## src/rtl/ifra_defines.svh

```systemverilog
/*
 * register offsets, field positions and reset values of the indirect
 * fabric register access port.
 * assumes inclusion by bare name from files compiled after it.
 */
`ifndef IFRA_DEFINES_SVH
`define IFRA_DEFINES_SVH

`define IFRA_OFS_DATA 12'h1ac
`define IFRA_OFS_CMD 12'h1b0
`define IFRA_BIT_BUSY 31
`define IFRA_BIT_DIR 30
`define IFRA_BIT_INC 29
`define IFRA_BIT_DEC 28
`define IFRA_BE_HI 19
`define IFRA_BE_LO 16
`define IFRA_ADDR_HI 15
`define IFRA_ADDR_LO 0
`define IFRA_DATA_RST 32'h0000_0000
`define IFRA_ADDR_RST 16'h0000
`define IFRA_BE_RST 4'h0
`define IFRA_ADDR_STEP 16'h0001

`endif

```

## src/rtl/ifra_pkg.sv

```systemverilog
/*
 * types shared by the indirect fabric register access port.
 * assumes ifra_defines.svh supplies the numeric constants.
 */
package ifra_pkg;

   // host register port request
   typedef struct packed {
      logic wr;
      logic rd;
      logic [11:0] addr;
      logic [31:0] wdata;
   } ifra_host_req_s;

   // request towards the fabric register space
   typedef struct packed {
      logic req;
      logic write;
      logic [15:0] addr;
      logic [3:0] lanes;
      logic [31:0] wdata;
   } ifra_fab_req_s;

   // engine states, gray along idle -> issue -> wait
   typedef enum logic [1:0] {
      IFRA_IDLE = 2'b00,
      IFRA_ISSUE = 2'b01,
      IFRA_WAIT = 2'b11
   } ifra_state_e;

endpackage : ifra_pkg

```

## src/rtl/ifra_bridge.sv

```systemverilog
/*
 * indirect access port: a data and a command register that let the host
 * reach the switch fabric's internal registers.
 * assumes a synchronous host register port and a fabric that answers each
 * request with a one-cycle done pulse, both on clk.
 */
`timescale 1ns/1ps
`default_nettype none

`include "ifra_defines.svh"

// Functional notes
// - data register buffers every fabric transfer
// - command address field selects fabric register
// - read direction returns fetched fabric data
// - write direction returns last host-written value
// - writing busy one starts the access
// - busy holds during access, self-clears, resets zero
// - read busy clears once data captured
// - direction bit thirty, one means read
// - auto-increment write starts access, then increments
// - auto-increment read increments, starts next read
// - auto-decrement write starts access, then decrements
// - auto-decrement read decrements, starts next read
// - increment wins over decrement
// - bits twenty-seven to twenty read zero
// - write updates only enabled byte lanes
module ifra_bridge (
   // clock and reset
   input wire logic clk,
   input wire logic rst_n,
   // host register port
   input wire ifra_pkg::ifra_host_req_s host_req,
   output logic [31:0] host_rdata,
   output logic host_rvalid,
   // fabric register space
   output ifra_pkg::ifra_fab_req_s fab_req,
   input wire logic fab_done,
   input wire logic [31:0] fab_rdata
);

   logic [31:0] wdata_q;
   logic [31:0] rdata_q;
   logic busy_q;
   logic dir_q;
   logic inc_q;
   logic dec_q;
   logic [3:0] lanes_q;
   logic [15:0] addr_q;
   ifra_pkg::ifra_state_e state_q;
   ifra_pkg::ifra_state_e state_d;
   logic step_pend_q;
   logic [31:0] host_rdata_q;
   logic host_rvalid_q;

   // host address decode
   wire hit_data = host_req.addr == `IFRA_OFS_DATA;
   wire hit_cmd = host_req.addr == `IFRA_OFS_CMD;
   wire wr_data = host_req.wr && hit_data;
   wire wr_cmd = host_req.wr && hit_cmd;
   wire rd_data = host_req.rd && hit_data;
   wire auto_on = inc_q || dec_q;

   // increment wins over decrement; wraps modulo 16 bits
   wire [15:0] addr_step = inc_q ? addr_q + `IFRA_ADDR_STEP
                                 : addr_q - `IFRA_ADDR_STEP;

   // accesses that start: explicit busy write or auto data access
   wire start_cmd = wr_cmd && host_req.wdata[`IFRA_BIT_BUSY];
   wire start_wr = wr_data && auto_on && !dir_q;
   wire start_rd = rd_data && auto_on && dir_q && !busy_q;
   wire start_any = (start_cmd || start_wr || start_rd) && state_q == ifra_pkg::IFRA_IDLE;
   wire access_end = state_q == ifra_pkg::IFRA_WAIT && fab_done;

   // register readback; reserved bits read zero
   wire [31:0] cmd_view = {busy_q, dir_q, inc_q, dec_q, 8'h00, lanes_q, addr_q};
   wire [31:0] data_view = dir_q ? rdata_q : wdata_q;
   wire [31:0] rd_mux = hit_data ? data_view : (hit_cmd ? cmd_view : 32'h0000_0000);

   // engine next state
   always_comb begin
      case (state_q)
         ifra_pkg::IFRA_IDLE: state_d = start_any ? ifra_pkg::IFRA_ISSUE : ifra_pkg::IFRA_IDLE;
         ifra_pkg::IFRA_ISSUE: state_d = ifra_pkg::IFRA_WAIT;
         ifra_pkg::IFRA_WAIT: state_d = fab_done ? ifra_pkg::IFRA_IDLE : ifra_pkg::IFRA_WAIT;
         default: state_d = ifra_pkg::IFRA_IDLE;
      endcase
   end

   // engine state
   always_ff @(posedge clk or negedge rst_n) begin
      if (!rst_n) begin
         state_q <= ifra_pkg::IFRA_IDLE;
      end else begin
         state_q <= state_d;
      end
   end

   // busy flag: set on start, cleared when the fabric answers
   always_ff @(posedge clk or negedge rst_n) begin
      if (!rst_n) begin
         busy_q <= 1'b0;
      end else if (start_any) begin
         busy_q <= 1'b1;
      end else if (access_end) begin
         busy_q <= 1'b0;
      end
   end

   // write buffer holds last host value
   always_ff @(posedge clk or negedge rst_n) begin
      if (!rst_n) begin
         wdata_q <= `IFRA_DATA_RST;
      end else if (wr_data) begin
         wdata_q <= host_req.wdata;
      end
   end

   // read buffer catches fabric data in the same edge busy drops
   always_ff @(posedge clk or negedge rst_n) begin
      if (!rst_n) begin
         rdata_q <= `IFRA_DATA_RST;
      end else if (access_end && dir_q) begin
         rdata_q <= fab_rdata;
      end
   end

   // command fields; writes ignored while busy
   always_ff @(posedge clk or negedge rst_n) begin
      if (!rst_n) begin
         dir_q <= 1'b0;
         inc_q <= 1'b0;
         dec_q <= 1'b0;
         lanes_q <= `IFRA_BE_RST;
      end else if (wr_cmd && !busy_q) begin
         dir_q <= host_req.wdata[`IFRA_BIT_DIR];
         inc_q <= host_req.wdata[`IFRA_BIT_INC];
         dec_q <= host_req.wdata[`IFRA_BIT_DEC];
         lanes_q <= host_req.wdata[`IFRA_BE_HI:`IFRA_BE_LO];
      end
   end

   // write steps address after it completes; read steps before it starts
   always_ff @(posedge clk or negedge rst_n) begin
      if (!rst_n) begin
         addr_q <= `IFRA_ADDR_RST;
         step_pend_q <= 1'b0;
      end else if (wr_cmd && !busy_q) begin
         addr_q <= host_req.wdata[`IFRA_ADDR_HI:`IFRA_ADDR_LO];
         step_pend_q <= 1'b0;
      end else if (start_rd) begin
         addr_q <= addr_step;
      end else if (start_wr && state_q == ifra_pkg::IFRA_IDLE) begin
         step_pend_q <= 1'b1;
      end else if (access_end && step_pend_q) begin
         addr_q <= addr_step;
         step_pend_q <= 1'b0;
      end
   end

   // fabric request, launched out of the issue state so that a command
   // written on the start edge has already landed in the field registers
   always_ff @(posedge clk or negedge rst_n) begin
      if (!rst_n) begin
         fab_req <= '0;
      end else begin
         fab_req.req <= state_q == ifra_pkg::IFRA_ISSUE;
         fab_req.write <= !dir_q;
         fab_req.addr <= addr_q;
         fab_req.lanes <= lanes_q;
         fab_req.wdata <= wdata_q;
      end
   end

   // host read answer, one cycle after the request
   always_ff @(posedge clk or negedge rst_n) begin
      if (!rst_n) begin
         host_rdata_q <= 32'h0000_0000;
         host_rvalid_q <= 1'b0;
      end else begin
         host_rdata_q <= rd_mux;
         host_rvalid_q <= host_req.rd;
      end
   end

   assign host_rdata = host_rdata_q;
   assign host_rvalid = host_rvalid_q;

endmodule : ifra_bridge

`default_nettype wire

```

## config.mk

```make
export PLATFORM = sky130hd
export DESIGN_NAME = ifra_bridge
export DESIGN_NICKNAME = d
export VERILOG_FILES = /design/src/rtl/ifra_pkg.sv /design/src/rtl/ifra_bridge.sv
export VERILOG_INCLUDE_DIRS = /design/src /design/src/rtl
export SDC_FILE = /design/constraint.sdc
export NUM_CORES = 1
export LEC_CHECK = 0
export BUFFER_PORTS_ARGS = -buffer_cell sky130_fd_sc_hd__clkbuf_2
export CORE_MARGIN = 4
export CORE_UTILIZATION = 58
export CTS_BUF_LIST = sky130_fd_sc_hd__clkbuf_16
export DETAILED_ROUTE_END_ITERATION = 16
export GPL_ROUTABILITY_DRIVEN = 0
export PLACE_DENSITY_LB_ADDON = 0.3
export RECOVER_POWER = 100
export SYNTH_ARGS = -nofsm -noshare
export SYNTH_HDL_FRONTEND = slang
export SYNTH_SLANG_ARGS = --single-unit
```

## constraint.sdc

```tcl
create_clock -name clk -period 3.87 [get_ports clk]
set_input_delay 0.387 -clock clk [delete_from_list [all_inputs] [get_ports clk]]
set_output_delay 0.387 -clock clk [all_outputs]
set_load 0.05 [all_outputs]
```

# --- Word level (Yosys, flattened, before mapping) ---
# Index checks and enable logic that the tools add are counted.
classes:
  add_sub_neg: 2
  eq_ne: 6
  mux: 17
  reduce_logical: 26
op_table:
  columns: ["op", "count"]
  rows:
  - ["32-bit two-way mux", 3]
  - ["16-bit two-way mux", 5]
  - ["12-bit by 9-bit equality test with 1-bit output, second input constant", 2]
  - ["16-bit by 1-bit adder with 16-bit output, second input constant", 1]
  - ["16-bit by 1-bit subtractor with 16-bit output, second input constant", 1]
  - ["1-bit logical AND", 15]
  - ["1-bit two-way mux", 7]
  - ["2-bit one-hot mux with 3 select lines", 1]
  - ["3-bit nonzero test", 2]
  - ["2-bit AND reduction", 2]
  - ["1-bit logical OR", 3]
  - ["3-bit inequality test, second input constant", 1]
  - ["2-bit by 1-bit equality test with 1-bit output, second input constant", 1]
  - ["2-bit equality test, second input constant", 1]
  - ["1-bit zero test", 2]
  - ["2-bit zero test", 1]
  - ["2-bit two-way mux", 1]
  - ["2-bit by 1-bit inequality test with 1-bit output, second input constant", 1]
  - ["2-bit nonzero test", 1]
word_totals:
  register_bits: 178
  inputBits: 81
  out_inout_bits: 87
  wordCells: 68

# --- Depth between registers and ports, before layout ---
# Gate-level depths: netlist of the first run.
depth:
  depth_word: 9
  ltp_mapped: 9
  depth_no_buf: 8

# --- Worst setup path after synthesis of the first run ---
# Ideal clock, no wire load.
synth_path:
  path_type: "reg-to-reg"
  startpoint: "reg inc_q"
  endpoint: "reg addr_q[13]"
  setup_ns: 0.122
  arrival_ns: 2.257
  required_ns: 3.748
  slack_ns: 1.491
  path_stages_with_launch: 10
  path_buffers: 1
  synth_period_minus_slack_ns: 2.379
  path_cell_list: "dfrtp_1 > inv_1 > ha_1 > clkbuf_1 > a21oi_1 > o21ai_0 > a311o_1 > or3_1 > nand3_1 > a21oi_1"
synth_between:
  elab_chain_len: 6
  elab_cells_between_ends: 15
  classes_between: "eq/ne (1); mux (5); reduce/logical (9)"
synth_lines:
  columns: ["element", "line_no", "text"]
  rows:
  - ["start: declaration", "ifra_bridge.sv:46", "logic inc_q;"]
  - ["start signal: assignment", "ifra_bridge.sv:137", "inc_q <= host_req.wdata[`IFRA_BIT_INC];"]
  - ["1-bit logical OR", "ifra_bridge.sv:62", "wire auto_on = inc_q || dec_q;"]
  - ["1-bit logical AND, on equally long branches (2 in a row)", "ifra_bridge.sv:71, ifra_bridge.sv:70", null]
  - ["1-bit logical AND, on equally long branches", "ifra_bridge.sv:71, ifra_bridge.sv:153", null]
  - ["3-bit inequality test (no line) (tied with other cells)", null, null]
  - ["2-bit AND reduction (no line) or 16-bit two-way mux (tied branches)", null, null]
  - ["end signal: assignment", "ifra_bridge.sv:146", "addr_q <= `IFRA_ADDR_RST;"]
  - ["end signal: assignment", "ifra_bridge.sv:149", "addr_q <= host_req.wdata[`IFRA_ADDR_HI:`IFRA_ADDR_LO];"]
  - ["end signal: assignment", "ifra_bridge.sv:152", "addr_q <= addr_step;"]
  - ["end: declaration", "ifra_bridge.sv:49", "logic [15:0] addr_q;"]
# Several ways; a longest one is shown, not always the timed one. The select of a mux whose other input is x is not followed.
# A chain may end at the register's enable or synchronous reset.

# --- Final worst setup path of the first run ---
layout_path:
  startpoint: "reg dir_q"
  endpoint: "reg busy_q"
layout_between:
  elab_chain_len: 6
  elab_cells_between_ends: 9
  classes_between: "mux (1); reduce/logical (8)"
layout_lines:
  columns: ["element", "line_no", "text"]
  rows:
  - ["start: declaration", "ifra_bridge.sv:45", "logic dir_q;"]
  - ["start signal: assignment", "ifra_bridge.sv:136", "dir_q <= host_req.wdata[`IFRA_BIT_DIR];"]
  - ["1-bit zero test", "ifra_bridge.sv:70", "wire start_wr = wr_data && auto_on && !dir_q;"]
  - ["1-bit logical AND", "ifra_bridge.sv:70", null]
  - ["1-bit logical OR", "ifra_bridge.sv:72", "wire start_any = (start_cmd || start_wr || start_rd) && state_q == ifra_pkg::IFRA_IDLE;"]
  - ["1-bit logical OR (*)", "ifra_bridge.sv:72", null]
  - ["1-bit logical AND (*)", "ifra_bridge.sv:72", null]
  - ["1-bit two-way mux or 2-bit nonzero test (tied branches)", null, null]
  - ["end signal: assignment", "ifra_bridge.sv:102", "busy_q <= 1'b0;"]
  - ["end signal: assignment", "ifra_bridge.sv:104", "busy_q <= 1'b1;"]
  - ["end signal: assignment", "ifra_bridge.sv:106", "busy_q <= 1'b0;"]
  - ["end: declaration", "ifra_bridge.sv:44", "logic busy_q;"]
# Mark *: on every way between the ends. The rest lies on a longest branch, timed or not.

==> flow_summary_export.csv, run 1 <==
group,metric,value,unit
sta,hold_viol,0,
placed_design,dpl.hpwl,11100,um
worst_setup_path,critical_path_class,"register to register",
finish,drive_gt1_share,24.0,%
synth,syn_inst,568,
die,rows,40,
worst_setup_path,path_max_fanout,21,
clocking,cts_root_buf,"clkbuf_16",
clocking,cts_tree,"done",
detailed_routing,drc,0,
die,core_area,12100,sq um
global_route,grt_pass1_vias,5311,
die,dieArea,14200,sq um
worst_setup_path,cp.arrival,3.36,ns
die,io_pins,168,
synth,yosys-mux-area-fraction,14.8,%
sta,slew_headroom,-89.8,%
clocking,cts_max_level,4,
clocking,cts_buffer_depth,2,
worst_setup_path,startpoint_type,"register",
detailed_routing,avgViaCountPerCell,5.45,
die,dieHeight,119,um
clocking,cts.sink_count,178,
global_route,grt_pass1_wl,26300,um
detailed_routing,wl_per_cell,17.6,um
clocking,cts_setup_buffers,0,
synth,yosys_warnings,0,
synth,synth_simple_gate_area_share,9.38,%
detailed_routing,drt-pass1-iter-count,4,
synth,synth_compound_area_share,7.77,%
synth,synth_area,7150,sq um
detailed_routing,vias,5007,
sta,skew,0.0122,ns
synth,synth_flop_cell,"dfrtp_1",
sta,period_share,79.0,%
clocking,cts-resized-gates,0,
synth,synth.largest_area_cell,"dfrtp_1",
flow_run,maxCapViolCount,4,
worst_setup_path,endpoint_kind,"register",
synth,synth.area.top_cells,"dfrtp_1 (62%), mux2_2 (10%), mux2i_1 (4.8%)",
power,pwr_density_cell,414,nW/um^2
global_route,grt_overflow,0,
finish,area_growth,19.4,%
sta,fin_setup_tns,0,ns
worst_setup_path,r2r_cells,6,
placed_design,numPortBuffers,167,
sta,worst_slew_pin_slew,2.85,ns
run_status,status,"finished, violations left",
worst_setup_path,crit_required,4.17,ns
min_path,hold_class,"input port to register",
sta,setup_viol,0,
power,irDropWorstVdd,380,uV
global_route,grt_usage,23.6,%
run_status,violations,"capacitance limit, slew limit",
sta,slew_violations,208,
synth,synthDistinctLibCells,46,
power,total_power,0.00353,W
synth,async_reset_ff_share,100,%
clocking,cts_made_buffers,17,
clocking,cts_hold_buf,0,
die,die_width,119,um
synth,synth_edf_count,0,
finish,final_net_count,833,
sta,whs,0.106,ns
synth,synth.avg_cell_area,12.6,sq um
clocking,cts.clk_slew.worst_paths,0.07,ns
synth,synthXorXnorAreaFrac,0.980,%
synth,synth_seq_area_share,62.3,%
sta,max_freq,327,MHz
synth,ys_ff_latch,178,
synth,syn_nets,664,
detailed_routing,drt-total-wl,16100,um
detailed_routing,ant_nets,0,
synth,synth_top_area_share,62.3,%
global_route,grt_max_degree,120,
synth,synth_top_family_by_area,"multiplexers",
synth,synth_fa_ha_area_share,2.73,%
sta,rsz0062_at_grt,"no",
synth,synth_most_common_cell,"dfrtp_1",
die,initial_core_util,59.3,%
power,p_leak,4.47,nW
finish,n_antenna_cell,0,
sta,min_period,3.06,ns
clocking,clkLatencyLatePin,0.42,ns
detailed_routing,drtIter0Drc,290,
min_path,hold_depth,1,
synth,synth_commonest_cells,"dfrtp_1 (178), nand2_1 (65), mux2_2 (64), o21ai_0 (47), mux2i_1 (34)",
global_route,antenna_found_initial,0,
cell families after synthesis:
group	Yosys count
AO/OA/AOI/OAI	97
multiplexers	98
AND/OR/NAND/NOR	140
buffers and inverters	32
adder cells (fa/ha/maj)	15
flip-flops	178
XOR/XNOR	8
layout make-up:
cell class / instances / area [sq um]
clock inverters: 15 / 118
inverters: 7 / 26.3
repair buffers: 175 / 769
fillers: 934 / 3530
well taps: 168 / 210
flip-flops and latches: 178 / 4450
multi-input cells: 358 / 2530
clock buffers: 17 / 425
metrics by stage:
stage	cell area, sq um	setup slack, ns	util, %	cells
2_1_floorplan	7150	1.49	-	568
3_3_place_gp	8150	1.12	67.6	886
3_5_place_dp	8150	0.997	67.6	886
4_1_cts	8690	0.975	72.1	918
5_1_grt	8530	0.399	70.7	918
6_report	8530	0.812	70.7	918
flip-flops by register name, indices dropped and copies added (netlist names):
signal and cells:
dec_q 1, busy_q 1, step_pend_q 1, dir_q 1, inc_q 1, fab_req 54, rdata_q 32, wdata_q 32
host_rvalid 1, addr_q 16, lanes_q 4, host_rdata 32, state_q 2
path summary, 6_finish.rpt:
| path | from | end | slack, ns |
|---|---|---|---|
| worst min-delay path | host_req[44] | host_rvalid | 0.11 |
| min in group asynchronous | rst_n | rdata_q[6] | 0.83 |
| worst max register to register | dir_q | busy_q | 0.81 |
| worst max-delay path | dir_q | busy_q | 0.81 |
| worst min register to register | wdata_q[5] | fab_req[5] | 0.39 |
| max in group asynchronous | rst_n | fab_req[3] | 1.06 |
worst max-delay path, stage by stage, from the launching register on:
cell      delay [ns]
dfrtp_1         0.89
clkbuf_1        1.35
nor3b_1         0.21
o21ai_0         0.24
nand2_1         0.07
nand2_1         0.08
o21ai_0         0.09
routing by layer:
layer | track usage, % | vias to the layer above | part of all wire (%)
met5 | 0 | - | 0
met4 | 7.10 | 0 | 1.5
met3 | 8.31 | 21 | 7.6
met2 | 40.5 | 169 | 50
met1 | 28.0 | 2478 | 40
li1 | - | 2339 | -
report_power, final:
group	internal (W)	leakage [nW]	total [W]	switching, W
registers	0.00186	2.47	0.00187	0.00000183
clock network	0.000878	0.267	0.00157	0.000688
logic	0.0000334	1.74	0.0000964	0.0000630
layout by cell type (no fill, tap or decap), types with 7 or more instances in the layout:
master and count:
mux2i_1 34, clkbuf_1 91, clkbuf_2 81, nor3_1 10
dfrtp_1 178, a21oi_1 26, ha_1 14, nor2_1 28
mux2_2 64, nand2_1 65, o21ai_0 47, clkbuf_16 17
nand3_1 11, inv_1 9, xnor2_1 7
Power figures use the tool's default switching activity.
==> run 2: changes to the inputs <==
--- a/config.mk
+++ b/config.mk
@@ -8,7 +8,7 @@
 export LEC_CHECK = 0
 export BUFFER_PORTS_ARGS = -buffer_cell sky130_fd_sc_hd__clkbuf_2
 export CORE_MARGIN = 4
-export CORE_UTILIZATION = 58
+export CORE_UTILIZATION = 53
 export CTS_BUF_LIST = sky130_fd_sc_hd__clkbuf_16
 export DETAILED_ROUTE_END_ITERATION = 16
 export GPL_ROUTABILITY_DRIVEN = 0
==> constraint.sdc (replaced) <==
create_clock -name clk -period 3.02 [get_ports clk]
set_input_delay 0.302 -clock clk [delete_from_list [all_inputs] [get_ports clk]]
set_output_delay 0.302 -clock clk [all_outputs]
set_load 0.05 [all_outputs]
==> run 2 against run 1 <==
Against the previous run:
- the run still ends with capacitance limit, slew limit left
- flip-flop and latch count unchanged
- sequential power up 28%
- critical path depth is 3 higher
- first-iteration DRC count rose by 27%
- non-clock buffer count increased by 9
- design area up 2.2%
- largest cell class unchanged
- largest power group is now the clock network
- via count rose by 1.0%
==> flow_summary_export.csv, run 2 (synthesis results as in run 1) <==
group,metric,value,unit
sta,hold_viol,0,
finish,area_growth,22.0,%
worst_setup_path,cp_cell_sequence,"inv_1 > buf_4 > ha_1 > a21oi_1 > o21ai_0 > a211oi_1 > o21ai_0 > xnor2_1 > o21ai_0",
finish,largest_reg_flops,54,
die,initial_core_util,54.0,%
global_route,grt_usage,23.0,%
die,dieHeight,124,um
detailed_routing,wl_per_cell,17.8,um
worst_setup_path,endpoint_kind,"register",
clocking,cts-resized-gates,0,
global_route,antenna_found_initial,0,
clocking,cts_buffer_depth,2,
finish,nFillCells,1093,
die,dieArea,15400,sq um
detailed_routing,drt-total-wl,16700,um
sta,max_freq,360,MHz
finish,design_area,8720,sq um
detailed_routing,avgViaCountPerCell,5.41,
global_route,grt_overflow,0,
global_route,grt_pass1_wl,26700,um
run_status,status,"finished, violations left",
worst_setup_path,cp_slowest_cell,"dfrtp_1",
die,rows,42,
sta,setup_viol,0,
clocking,cts_root_buf,"clkbuf_16",
detailed_routing,ant_nets,0,
sta,rsz0062_at_grt,"no",
clocking,cts.clk_slew.worst_paths,0.07,ns
worst_setup_path,regToRegSetupSlack,0.24,ns
sta,fin_setup_tns,0,ns
clocking,cts_tree,"done",
die,io_pins,168,
clocking,cts.sink_count,178,
worst_setup_path,startpoint_type,"register",
run_status,violations,"capacitance limit, slew limit",
worst_setup_path,crit_required,3.36,ns
worst_setup_path,critical_path_class,"register to register",
finish,n_antenna_cell,0,
finish,drive_gt1_share,25.0,%
finish,final_common_cell,"dfrtp_1",
global_route,grt_max_degree,79,
sta,period_share,91.9,%
detailed_routing,drtIter0Drc,368,
finish,top_register,"fab_req",
finish,multi_input_area,2520,sq um
worst_setup_path,worst_path_largest_cell_delay,0.41,ns
min_path,hold_class,"input port to register",
placed_design,numPortBuffers,167,
sta,min_period,2.78,ns
clocking,clkLatencyLatePin,0.42,ns
sta,skew,0.00750,ns
worst_setup_path,cpMostUsedCell,"o21ai_0",
worst_setup_path,cp.arrival,3.12,ns
detailed_routing,drt-pass1-iter-count,8,
die,core_area,13200,sq um
sta,slew_violations,74,
detailed_routing,vias,5059,
clocking,cts_max_level,4,
sta,worst_slew_pin_slew,1.82,ns
power,pwr_density_cell,566,nW/um^2
flow_run,maxCapViolCount,1,
worst_setup_path,path_max_fanout,11,
finish,final_net_count,842,
finish,register_area,4460,sq um
clocking,cts_made_buffers,17,
finish,final_cell_mix,"dfrtp_1 (177), clkbuf_1 (91), clkbuf_2 (83)",
power,irDropWorstVdd,501,uV
placed_design,placed_area,8240,sq um
power,p_leak,4.55,nW
global_route,grt_pass1_vias,5317,
die,die_width,124,um
placed_design,dpl.hpwl,11400,um
detailed_routing,drc,0,
sta,slew_headroom,-21.6,%
run 2: worst max-delay path, delay by kind of cell, from the launching register on:
family                     cells  cell delay [ns]
xor gates and xnor gates       1             0.15
buffers and inverters          2             0.58
adders and majority gates      1             0.32
DFF                            1             0.41
AOI/OAI and AO/OA              5             1.23
run 2: worst paths after layout:
path                                  end          from  depth (start not counted)
setup / recovery               addr_q[14]         inc_q                          9
hold / removal                 lanes_q[3]  host_req[19]                          3
max in group asynchronous     wdata_q[31]         rst_n                          3
min in group asynchronous  host_rdata[31]         rst_n                          2
setup reg to reg               addr_q[14]         inc_q                          9
hold reg to reg               fab_req[25]   wdata_q[25]                          0
run 2: area by class of cell:
class                           count  share of cell area, %
Sequential cell                   178                   51.1
Inverter                            7                  0.301
Clock buffer                       17                   4.88
Tap cell                          176                   2.53
Clock inverter                     15                   2.63
Timing Repair Buffer              184                   9.65
Multi-Input combinational cell    358                   28.9
run 2: metrics by stage:
step	power, W	hold slack [ns]	setup WS, ns	cells	utilization [%]
final	0.00493	0.0946	0.244	935	65.8
after floorplan	0.00245	0.00641	0.641	568	-
after CTS	0.00498	0.0801	0.313	935	67.3
after detailed placement	0.00257	0.369	0.343	901	62.2
after global routing	0.00510	0.0916	0.0545	935	65.8
after global placement	0.00257	0.360	0.455	901	62.2
run 2: routing by layer:
metal  routed length (um)  global-route usage [%]  vias to the layer above
met3                 1230                    7.04                       27
li1                     -                       -                     2350
met5                    0                       0                        -
met1                 6800                    28.1                     2521
met4                  398                    9.17                        0
met2                 8240                    38.2                      161
run 2: timing repair:
action                                 4_1_cts  5_1_grt
setup buffers                                0        0
endpoints found under the hold margin       72        0
setup endpoints to repair                    0        0
hold buffers                                 2        0
run 2: power breakdown:
group | total (W) | leakage [nW] | switching, W | internal, W
Sequential | 0.00239 | 2.47 | 0.00000264 | 0.00239
Clock | 0.00242 | 0.314 | 0.000936 | 0.00148
Combinational | 0.000127 | 1.77 | 0.0000815 | 0.0000453
Total | 0.00493 | 4.55 | 0.00102 | 0.00391
